<file path="src/logic/pscx_pkg.sv">
// Constants of the peripheral system controller
`default_nettype none
package pscx_pkg;
  // ----------------------------------------
  // Bus widths
  // ----------------------------------------
  localparam int ADDR_W = 14;
  localparam int DATA_W = 16;
  localparam int PM_W = 24;
  localparam int PIO_N = 9;
  localparam int SRC_N = 8;
  // ----------------------------------------
  // Register offsets in data memory space
  // ----------------------------------------
  localparam logic [13:0] PIO_IEN_LO_ADDR = 14'h2006;
  localparam logic [13:0] PIO_FLG_LO_ADDR = 14'h2007;
  localparam logic [13:0] MODE_ADDR = 14'h2015;
  localparam logic [13:0] SYSTEM_STATUS_ADDR = 14'h2016;
  localparam logic [13:0] IRQSTAT_ADDR = 14'h2017;
  localparam logic [13:0] PIO_IEN_HI_ADDR = 14'h2046;
  localparam logic [13:0] PIO_FLG_HI_ADDR = 14'h2047;
  localparam logic [13:0] SWT_ADDR = 14'h2061;
  localparam logic [13:0] SYSCTL_ADDR = 14'h3fff;
  // ----------------------------------------
  // Field positions
  // ----------------------------------------
  localparam int MODE_ADCMUX_LSB = 0;
  localparam int MODE_CONVT_BIT = 2;
  localparam int MODE_PWMUPD_BIT = 3;
  localparam int MODE_RXSEL_BIT = 4;
  localparam int MODE_UART_BIT = 5;
  localparam int MODE_AUXMODE_BIT = 6;
  localparam int MODE_SYNCEN_BIT = 7;
  localparam int MODE_TRIPEN_BIT = 8;
  localparam int IRQ_SYNC_BIT = 0;
  localparam int IRQ_TRIP_BIT = 1;
  localparam int SYSCTL_ALT_BIT = 10;
  // ----------------------------------------
  // Reset values
  // ----------------------------------------
  localparam logic [8:0] MODE_RST = 9'h000;
  localparam logic [15:0] SYSCTL_RST = 16'h0000;
  localparam logic [8:0] PIO_IEN_RST = 9'h000;
  // ----------------------------------------
  // Vector table
  // ----------------------------------------
  localparam logic [13:0] VEC_LAST = 14'h002f;
  localparam int VEC_WORDS = 4;
  // Sources in priority order, index 0 highest
  localparam logic [13:0] VEC_ADDR [0:SRC_N-1] = '{
    14'h002c, 14'h000c, 14'h0008, 14'h0018,
    14'h001c, 14'h0020, 14'h0024, 14'h0028};
  typedef enum logic [1:0] {
    PSCX_BOOT_IDLE = 2'b00,
    PSCX_BOOT_COPY = 2'b01,
    PSCX_BOOT_DONE = 2'b10
  } pscx_boot_t;
endpackage
`default_nettype wire

</file>
<file path="src/logic/pscx_edge.sv">
// Per-bit rise and fall detector
`timescale 1ns/100ps
`default_nettype none
module pscx_edge #(
  parameter int W = 1
) (
  input wire logic clk_i,
  input wire logic rst_i,
  input wire logic clr_i,
  input wire logic [W-1:0] d_i,
  output logic [W-1:0] rise_o,
  output logic [W-1:0] fall_o
);
  logic armed_r;
  logic [W-1:0] prev_r;
  // No edge on the first cycle, so a high pin at release is not a rise
  always_ff @(posedge clk_i or posedge rst_i) begin
    if (rst_i) begin
      armed_r <= 1'b0;
    end else begin
      armed_r <= ~clr_i;
    end
  end
  genvar gi;
  generate
    for (gi = 0; gi < W; gi++) begin : g_bit
      always_ff @(posedge clk_i or posedge rst_i) begin
        if (rst_i) begin
          prev_r[gi] <= 1'b0;
        end else begin
          prev_r[gi] <= d_i[gi];
        end
      end
      assign rise_o[gi] = armed_r & d_i[gi] & ~prev_r[gi];
      assign fall_o[gi] = armed_r & ~d_i[gi] & prev_r[gi];
    end
  endgenerate
endmodule
`default_nettype wire

</file>
<file path="src/logic/pscx_ctrl.sv">
// Peripheral system controller top
// Contract
// - After reset copy default vector table into program RAM 0x0000..0x002F.
// - Each source owns four consecutive vector table words.
// - Unmasked interrupts are vectored one clock after the request, through the registered vector output.
// - Timer, serial and software interrupts vector to their own table slot.
// - Peripheral events set bits in status or pin-change flag registers.
// - Shared low-active line stays low while anything is pending.
// - All peripheral sources merge into one core interrupt line.
// - Simultaneous interrupts serve the highest priority source first.
// - Reading peripheral status clears sync and shutdown bits.
// - Reading pin-change flag registers clears all their bits.
// - Software enables or disables shutdown and sync interrupts.
// - System status shows shutdown pin, watchdog and PWM timer state.
// - Hardware, software or watchdog reset returns peripherals to reset state.
// - Mode register drives converter, PWM update and auxiliary PWM modes.
// - Mode bit 4 selects second receive pin, else first.
// - Mode bit 5 selects UART emulation, tying receive data and frame sync.
// - UART emulation drives core flag onto pin five.
// - Control bit 10 makes receive pin flag input, transmit pin flag output.
// - Alternate mode routes frame syncs to serial interrupt inputs.
// - Sync triggers on rise; shutdown on fall or software trigger write.
// - Enabled pins interrupt on either transition.
`timescale 1ns/100ps
`default_nettype none
module pscx_ctrl #(
  parameter logic [23:0] VEC_FILL = 24'h000000
) (
  // Clock and resets
  input wire logic CORE_CLK_I,
  input wire logic RST_I,
  input wire logic SW_RST_I,
  input wire logic WDT_RST_I,
  // Data memory register port
  input wire logic [pscx_pkg::ADDR_W-1:0] ADDR_I,
  input wire logic [pscx_pkg::DATA_W-1:0] WDATA_I,
  input wire logic WR_I,
  input wire logic RD_I,
  output logic [pscx_pkg::DATA_W-1:0] RDATA_O,
  // Peripheral event inputs
  input wire logic PWM_SYNC_I,
  input wire logic PWM_SHUTDOWN_N_I,
  input wire logic [pscx_pkg::PIO_N-1:0] PIO_I,
  input wire logic WDT_STATE_I,
  input wire logic [1:0] PWM_TMR_I,
  // Core interrupt side
  input wire logic [4:0] CORE_REQ_I,
  input wire logic [pscx_pkg::SRC_N-1:0] CORE_MASK_I,
  output logic PERIPH_IRQ_N_O,
  output logic VEC_VALID_O,
  output logic [pscx_pkg::ADDR_W-1:0] VEC_ADDR_O,
  output logic PERIPH_RST_O,
  // Program RAM fill port
  output logic PM_WE_O,
  output logic [pscx_pkg::ADDR_W-1:0] PM_ADDR_O,
  output logic [pscx_pkg::PM_W-1:0] PM_DATA_O,
  output logic BOOT_DONE_O,
  // Mode outputs
  output logic [1:0] ADC_MUX_O,
  output logic ADC_CONVT_O,
  output logic PWM_DBL_UPD_O,
  output logic AUX_MODE_O,
  // Serial port pins
  input wire logic RX_PIN_A_I,
  input wire logic RX_PIN_B_I,
  input wire logic RFS_PIN_I,
  input wire logic TFS_PIN_I,
  input wire logic SCLK_PIN_I,
  input wire logic CORE_TX_I,
  input wire logic CORE_FLAG_OUT_I,
  input wire logic CORE_GFLAG_I,
  output logic SPORT_RX_O,
  output logic SPORT_RFS_O,
  output logic SPORT_SCLK_O,
  output logic TX_PIN_O,
  output logic FLAG_IN_O,
  output logic PIN5_O,
  output logic PIN5_OE_O,
  output logic SER_RX_IRQ_N_O,
  output logic SER_TX_IRQ_N_O
);
  import pscx_pkg::*;

  // ----------------------------------------
  // Reset and decode
  // ----------------------------------------
  logic srst;
  assign srst = SW_RST_I | WDT_RST_I;
  wire wr_mode = WR_I && (ADDR_I == MODE_ADDR);
  wire wr_ien_lo = WR_I && (ADDR_I == PIO_IEN_LO_ADDR);
  wire wr_ien_hi = WR_I && (ADDR_I == PIO_IEN_HI_ADDR);
  wire wr_swt = WR_I && (ADDR_I == SWT_ADDR);
  wire wr_sysctl = WR_I && (ADDR_I == SYSCTL_ADDR);
  wire rd_irq = RD_I && (ADDR_I == IRQSTAT_ADDR);
  wire rd_flg_lo = RD_I && (ADDR_I == PIO_FLG_LO_ADDR);
  wire rd_flg_hi = RD_I && (ADDR_I == PIO_FLG_HI_ADDR);

  // ----------------------------------------
  // Control registers
  // ----------------------------------------
  logic [8:0] mode_r;
  logic [15:0] sysctl_r;
  logic [8:0] pio_ien_r;
  always_ff @(posedge CORE_CLK_I or posedge RST_I) begin
    if (RST_I) begin
      mode_r <= MODE_RST;
      sysctl_r <= SYSCTL_RST;
      pio_ien_r <= PIO_IEN_RST;
    end else if (srst) begin
      mode_r <= MODE_RST;
      sysctl_r <= SYSCTL_RST;
      pio_ien_r <= PIO_IEN_RST;
    end else begin
      if (wr_mode) begin
        mode_r <= WDATA_I[8:0];
      end
      if (wr_sysctl) begin
        sysctl_r <= WDATA_I;
      end
      if (wr_ien_lo) begin
        pio_ien_r[7:0] <= WDATA_I[7:0];
      end
      if (wr_ien_hi) begin
        pio_ien_r[8] <= WDATA_I[0];
      end
    end
  end
  wire rx_sel = mode_r[MODE_RXSEL_BIT];
  wire uart_en = mode_r[MODE_UART_BIT];
  wire alt_en = sysctl_r[SYSCTL_ALT_BIT];

  // ----------------------------------------
  // Event detection
  // ----------------------------------------
  logic [PIO_N+1:0] ev_in;
  logic [PIO_N+1:0] ev_rise;
  logic [PIO_N+1:0] ev_fall;
  assign ev_in = {PWM_SHUTDOWN_N_I, PWM_SYNC_I, PIO_I};
  pscx_edge #(.W(PIO_N + 2)) u_edge (
    .clk_i(CORE_CLK_I),
    .rst_i(RST_I),
    .clr_i(srst),
    .d_i(ev_in),
    .rise_o(ev_rise),
    .fall_o(ev_fall)
  );
  wire sync_ev = ev_rise[PIO_N] & mode_r[MODE_SYNCEN_BIT];
  wire trip_ev = (ev_fall[PIO_N+1] | wr_swt) & mode_r[MODE_TRIPEN_BIT];
  logic [PIO_N-1:0] pio_ev;
  assign pio_ev = (ev_rise[PIO_N-1:0] | ev_fall[PIO_N-1:0]) & pio_ien_r;

  // ----------------------------------------
  // Sticky flags, set beats read clear
  // ----------------------------------------
  logic [1:0] irq_flg_r;
  logic [PIO_N-1:0] pio_flg_r;
  logic [1:0] irq_flg_nxt;
  logic [PIO_N-1:0] pio_flg_nxt;
  logic [PIO_N-1:0] pio_keep;
  assign pio_keep = {~rd_flg_hi, {(PIO_N-1){~rd_flg_lo}}};
  assign irq_flg_nxt = (irq_flg_r & {2{~rd_irq}}) | {trip_ev, sync_ev};
  assign pio_flg_nxt = (pio_flg_r & pio_keep) | pio_ev;
  always_ff @(posedge CORE_CLK_I or posedge RST_I) begin
    if (RST_I) begin
      irq_flg_r <= 2'h0;
      pio_flg_r <= '0;
    end else if (srst) begin
      irq_flg_r <= 2'h0;
      pio_flg_r <= '0;
    end else begin
      irq_flg_r <= irq_flg_nxt;
      pio_flg_r <= pio_flg_nxt;
    end
  end
  wire pend_any = (|irq_flg_r) | (|pio_flg_r);

  // ----------------------------------------
  // Read mux
  // ----------------------------------------
  logic [15:0] rdata_nxt;
  wire [15:0] system_status_w = {12'h000, PWM_TMR_I, WDT_STATE_I, PWM_SHUTDOWN_N_I};
  assign rdata_nxt =
    (ADDR_I == PIO_IEN_LO_ADDR) ? {8'h00, pio_ien_r[7:0]} :
    (ADDR_I == PIO_FLG_LO_ADDR) ? {8'h00, pio_flg_r[7:0]} :
    (ADDR_I == PIO_IEN_HI_ADDR) ? {15'h0000, pio_ien_r[8]} :
    (ADDR_I == PIO_FLG_HI_ADDR) ? {15'h0000, pio_flg_r[8]} :
    (ADDR_I == MODE_ADDR) ? {7'h00, mode_r} :
    (ADDR_I == SYSTEM_STATUS_ADDR) ? system_status_w :
    (ADDR_I == IRQSTAT_ADDR) ? {14'h0000, irq_flg_r} :
    (ADDR_I == SYSCTL_ADDR) ? sysctl_r : 16'h0000;

  // ----------------------------------------
  // Vector selection
  // ----------------------------------------
  // Order: shutdown, sync, pin change, sw1, sw0, transmit, receive, timer
  logic [SRC_N-1:0] req;
  logic [SRC_N-1:0] req_on;
  logic [13:0] vec_nxt;
  assign req = {CORE_REQ_I, |pio_flg_r, irq_flg_r[IRQ_SYNC_BIT], irq_flg_r[IRQ_TRIP_BIT]};
  assign req_on = req & CORE_MASK_I;
  always_comb begin
    vec_nxt = 14'h0000;
    for (int i = SRC_N - 1; i >= 0; i--) begin
      if (req_on[i]) begin
        vec_nxt = VEC_ADDR[i];
      end
    end
  end

  // ----------------------------------------
  // Vector table fill after reset
  // ----------------------------------------
  // Words land four per source, so short handlers fit in place
  pscx_boot_t boot_r;
  pscx_boot_t boot_nxt;
  logic [13:0] pm_addr_r;
  logic [13:0] pm_addr_nxt;
  wire last_word = (pm_addr_r == VEC_LAST);
  always_comb begin
    boot_nxt = boot_r;
    pm_addr_nxt = pm_addr_r;
    unique case (boot_r)
      PSCX_BOOT_IDLE: begin
        boot_nxt = PSCX_BOOT_COPY;
        pm_addr_nxt = 14'h0000;
      end
      PSCX_BOOT_COPY: begin
        if (last_word) begin
          boot_nxt = PSCX_BOOT_DONE;
        end else begin
          pm_addr_nxt = pm_addr_r + 14'h0001;
        end
      end
      PSCX_BOOT_DONE: begin
        boot_nxt = PSCX_BOOT_DONE;
      end
      default: begin
        boot_nxt = PSCX_BOOT_IDLE;
      end
    endcase
  end
  always_ff @(posedge CORE_CLK_I or posedge RST_I) begin
    if (RST_I) begin
      boot_r <= PSCX_BOOT_IDLE;
      pm_addr_r <= 14'h0000;
    end else if (srst) begin
      boot_r <= PSCX_BOOT_IDLE;
      pm_addr_r <= 14'h0000;
    end else begin
      boot_r <= boot_nxt;
      pm_addr_r <= pm_addr_nxt;
    end
  end

  // ----------------------------------------
  // Serial pin routing
  // ----------------------------------------
  wire rx_pick = rx_sel ? RX_PIN_B_I : RX_PIN_A_I;
  wire rfs_pick = uart_en ? rx_pick : RFS_PIN_I;

  // ----------------------------------------
  // Output registers
  // ----------------------------------------
  // One cycle of pin latency is the price of registered outputs
  always_ff @(posedge CORE_CLK_I or posedge RST_I) begin
    if (RST_I) begin
      RDATA_O <= 16'h0000;
      PERIPH_IRQ_N_O <= 1'b1;
      VEC_VALID_O <= 1'b0;
      VEC_ADDR_O <= 14'h0000;
      PERIPH_RST_O <= 1'b1;
      PM_WE_O <= 1'b0;
      PM_ADDR_O <= 14'h0000;
      PM_DATA_O <= 24'h000000;
      BOOT_DONE_O <= 1'b0;
      ADC_MUX_O <= 2'h0;
      ADC_CONVT_O <= 1'b0;
      PWM_DBL_UPD_O <= 1'b0;
      AUX_MODE_O <= 1'b0;
      SPORT_RX_O <= 1'b0;
      SPORT_RFS_O <= 1'b0;
      SPORT_SCLK_O <= 1'b0;
      TX_PIN_O <= 1'b0;
      FLAG_IN_O <= 1'b0;
      PIN5_O <= 1'b0;
      PIN5_OE_O <= 1'b0;
      SER_RX_IRQ_N_O <= 1'b1;
      SER_TX_IRQ_N_O <= 1'b1;
    end else begin
      RDATA_O <= RD_I ? rdata_nxt : 16'h0000;
      PERIPH_IRQ_N_O <= ~pend_any;
      VEC_VALID_O <= |req_on;
      VEC_ADDR_O <= vec_nxt;
      PERIPH_RST_O <= srst;
      PM_WE_O <= (boot_r == PSCX_BOOT_COPY);
      PM_ADDR_O <= pm_addr_r;
      PM_DATA_O <= VEC_FILL;
      BOOT_DONE_O <= (boot_r == PSCX_BOOT_DONE);
      ADC_MUX_O <= mode_r[MODE_ADCMUX_LSB +: 2];
      ADC_CONVT_O <= mode_r[MODE_CONVT_BIT];
      PWM_DBL_UPD_O <= mode_r[MODE_PWMUPD_BIT];
      AUX_MODE_O <= mode_r[MODE_AUXMODE_BIT];
      SPORT_RX_O <= alt_en ? 1'b0 : rx_pick;
      SPORT_RFS_O <= alt_en ? 1'b0 : rfs_pick;
      SPORT_SCLK_O <= SCLK_PIN_I;
      TX_PIN_O <= alt_en ? CORE_FLAG_OUT_I : CORE_TX_I;
      FLAG_IN_O <= alt_en & rx_pick;
      PIN5_O <= uart_en & CORE_GFLAG_I;
      PIN5_OE_O <= uart_en;
      SER_RX_IRQ_N_O <= alt_en ? RFS_PIN_I : 1'b1;
      SER_TX_IRQ_N_O <= alt_en ? TFS_PIN_I : 1'b1;
    end
  end
endmodule
`default_nettype wire

</file>
<file path="config.mk">
export PLATFORM = sky130hd
export DESIGN_NAME = pscx_ctrl
export DESIGN_NICKNAME = d
export VERILOG_FILES = /design/src/logic/pscx_pkg.sv /design/src/logic/pscx_edge.sv /design/src/logic/pscx_ctrl.sv
export SDC_FILE = /design/constraint.sdc
export NUM_CORES = 1
export LEC_CHECK = 0
export BUFFER_PORTS_ARGS = -buffer_cell sky130_fd_sc_hd__buf_2
export CAP_MARGIN = 20
export CELL_PAD_IN_SITES_DETAIL_PLACEMENT = 1
export CELL_PAD_IN_SITES_GLOBAL_PLACEMENT = 1
export CORE_ASPECT_RATIO = 1.2
export CORE_MARGIN = 2
export CORE_UTILIZATION = 40
export CTS_CLUSTER_SIZE = 25
export DETAILED_ROUTE_END_ITERATION = 16
export GPL_ROUTABILITY_DRIVEN = 0
export HOLD_SLACK_MARGIN = 0.02
export PLACE_DENSITY = 0.78
export SYNTH_ARGS = -nofsm -noshare
export SYNTH_HDL_FRONTEND = slang
export SYNTH_SLANG_ARGS = --single-unit
</file>
<file path="constraint.sdc">
create_clock -name CORE_CLK_I -period 4.95 [get_ports CORE_CLK_I]
set_input_delay 0.495 -clock CORE_CLK_I [delete_from_list [all_inputs] [get_ports CORE_CLK_I]]
set_output_delay 0.495 -clock CORE_CLK_I [all_outputs]
set_load 0.05 [all_outputs]
</file>
==> results.py <==
metrics = {
    "synth": {
        "synth_most_common_cell": "dfrtp_1",
        "synthDistinctLibCells": 56,
        "synth_compound_area_frac": 0.127,
        "synth_xor_area_frac": 0.0286,
        "synth_warnings": 0,
        "synth_top_family_by_area": "simple AND/OR/NAND/NOR gates",
        "synth_edf_count": 0,
        "ys_seq_elements": 126,
        "synthMuxAreaShare": 0.00568,
        "synth_top_area_share": 0.555,
        "synthFlopType": "dfrtp_1",
        "synth-async-reset-ratio": 1.00,
        "yosys.area_share.simple": 0.184,
        "synth_common_cells": "dfrtp_1 (122), nand2_1 (52), nor2_1 (39)",
        "syn_avg_cell_area_um2": 10.7,
        "netlist_area_um2": 5500,
        "yosysTopAreaCell": "dfrtp_1",
        "yosysSeqAreaShare": 0.574,
        "synth_fa_ha_area_frac": 0.00909,
        "synth_cells": 516,
        "ys_top_cells_by_area": "dfrtp_1 (55%), buf_4 (4.6%), nand2_1 (3.5%)",
    },
    "layout": {
        "drive_gt1_frac": 0.265,
        "final_nets": 712,
        "syn_to_final_growth_pct": 22.2,
        "fillCellCount": 1515,
        "insertedDiodeCount": 0,
    },
    "clock_tree": {
        "cts_made_buffers": 17,
        "hold_buffers": 0,
        "cts_resized": 0,
        "clk_latency_ps": 430,
        "clkSlewWorstSetupHoldPaths_ps": 60,
        "cts_tree": "done",
        "clockBufferDepth": 2,
        "cts.htree.levels": 4,
        "cts_setup_buffers": 0,
        "cts_sinks": 126,
        "root_buffer": "clkbuf_16",
    },
    "timing": {
        "relSlewSlack": 0.373,
        "fin_setup_tns_ps": 0,
        "period_needed_ps": 2360,
        "tightest_slew_ps": 933,
        "setup-violations-final": 0,
        "hold_violations": 0,
        "hold_slack_ps": 144,
        "drv_slew": 0,
        "grt_setup_unrepaired": "no",
        "min_period_over_period": 0.477,
        "max_freq_ghz": 0.424,
        "clock_skew_ps": 9.58,
    },
    "routing": {
        "avgViaCountPerCell": 5.55,
        "drt.antenna.violating_nets": 0,
        "drc_errors": 0,
        "routed-via-count": 4541,
        "post_drt_wl_per_cell_um": 19.4,
        "drt-initial-drc-count": 402,
        "dr.pass1.iters": 5,
        "routed_wl_um": 15900,
    },
    "floorplan": {
        "die_y_um": 133,
        "initial_core_util": 0.412,
        "die-area_um2": 14700,
        "row_count": 46,
        "pin_count": 158,
        "fp.dieW_um": 111,
        "core-area_um2": 13400,
    },
    "power_and_ir_drop": {
        "p_leak_nw": 3.26,
        "powerDensity_nw_per_um2": 370,
        "vdd_drop_max_mv": 0.225,
    },
    "setup_path": {
        "critPathRequiredTime_ps": 5220,
        "crit_chain": "buf_2 > or4_4 > or2_0 > or4_1 > nand2_1 > a21oi_1",
        "worst-setup-path-type": "primary input to register",
        "start_kind": "primary input",
        "critical_path.max_fanout": 9,
        "slowest_delay_ps": 800,
        "cp_slowest_cell": "or4_1",
        "arrival_ps": 2630,
        "end_kind": "register",
    },
    "grt": {
        "grt_pass1_vias": 4998,
        "overflow": 0,
        "grt_use_total": 0.221,
        "grt_pass1_wl_um": 26100,
        "antenna_found_initial": 0,
        "grt_max_degree": 52,
    },
    "job": {
        "maxCapViolCount": 0,
    },
    "place": {
        "numPortBuffers": 123,
        "dpl.hpwl_um": 10900,
    },
    "status": {
        "status": "completed",
    },
    "min_path": {
        "hp-class": "primary input to async pin",
    },
}
## sequential cells by signal, indices dropped and copies added (netlist names), 2 cells and up
register and cells:
pio_ien_r 9, u_edge.prev_r 11, boot_r 2, RDATA_O 16, pm_addr_r 14, VEC_ADDR_O 4, ADC_MUX_O 2, mode_r 9
sysctl_r 16, PM_ADDR_O 14, irq_flg_r 2, pio_flg_r 9
## cells in the final DEF (no fill, tap or decap), types with 4 or more instances in the layout
master / synthesis / layout
inv_6: 0 / 4
nor3_1: 4 / 4
xor2_1: 17 / 17
conb_1: 1 / 34
clkbuf_16: 0 / 17
nor2_1: 39 / 39
nand2_1: 52 / 52
and2_1: 4 / 4
a21oi_1: 38 / 38
a222oi_1: 5 / 5
nand4_1: 13 / 13
buf_2: 4 / 123
nand2b_1: 6 / 6
ha_1: 4 / 4
dfrtp_1: 122 / 122
inv_1: 11 / 10
dfstp_2: 4 / 4
and3_1: 13 / 13
a22o_1: 17 / 17
a32oi_1: 10 / 10
nor2b_1: 4 / 4
nand3_1: 32 / 32
inv_8: 0 / 6
o21ai_0: 12 / 12
## layer usage
metal	share of wire	global-route usage
met5	0	0
met4	0.029	0.0844
met3	0.067	0.0683
met2	0.51	0.387
met1	0.39	0.256
## power breakdown
group | total (W) | internal, W | switching (W)
logic | 0.000211 | 0.0000431 | 0.000168
clock network | 0.00123 | 0.000676 | 0.000550
registers | 0.00105 | 0.00104 | 0.00000646
## per-stage QoR
step	cell area (um^2)	util	total power, W	setup slack [ps]	cells
3_5_place_dp	6140	0.460	0.00128	2190	786
5_1_grt	6730	0.504	0.00257	2520	818
3_3_place_gp	6140	0.460	0.00127	2270	786
4_1_cts	6730	0.504	0.00250	2630	818
6_report	6730	0.504	0.00249	2590	818
2_1_floorplan	5630	-	0.00123	1110	549
## worst max-delay path: cells and delay by family
family          cells  cell delay [ps]
simple gates        4             1930
buf+inv             1              120
compound gates      1               80
## final timing paths
check                                         start                        to  slack, ps  depth (start not counted)
min in group CORE_CLK_I                  SCLK_PIN_I    SPORT_SCLK_O$_DFF_PP0_        180                          1
max                                       ADDR_I[8]     mode_r[6]$_DFFE_PP0P_       2590                          6
max in group asynchronous                     RST_I      RDATA_O[6]$_DFF_PP0_       3720                          3
min                                           RST_I   PM_ADDR_O[11]$_DFF_PP0_        140                          2
min reg2reg                   mode_r[2]$_DFFE_PP0P_     ADC_CONVT_O$_DFF_PP0_        410                          0
max reg2reg                pm_addr_r[0]$_DFFE_PP0P_  pm_addr_r[4]$_DFFE_PP0P_       2810                          6
## area by class of cell
type / count / area [um^2] / share of cell area
timing repair buffer: 126 / 638 / 0.0949
tap: 168 / 210 / 0.0313
clock inverter: 15 / 160 / 0.0238
clock buffer: 17 / 425 / 0.0633
sequential: 126 / 3160 / 0.470
inverter: 11 / 43.8 / 0.00651
multi-input combinational: 355 / 2090 / 0.311
## kinds of logic (layout without fill, tap and decap cells)
| family | Yosys count | count (layout) |
|---|---|---|
| flops | 126 | 126 |
| simple gates | 194 | 194 |
| compound gates | 102 | 102 |
| mux | 3 | 3 |
| buf+inv | 68 | 169 |
| other cells | 1 | 34 |
| fa+ha+maj | 4 | 4 |
| xor+xnor | 18 | 18 |
Note: power is estimated with default switching activity, not from simulation.
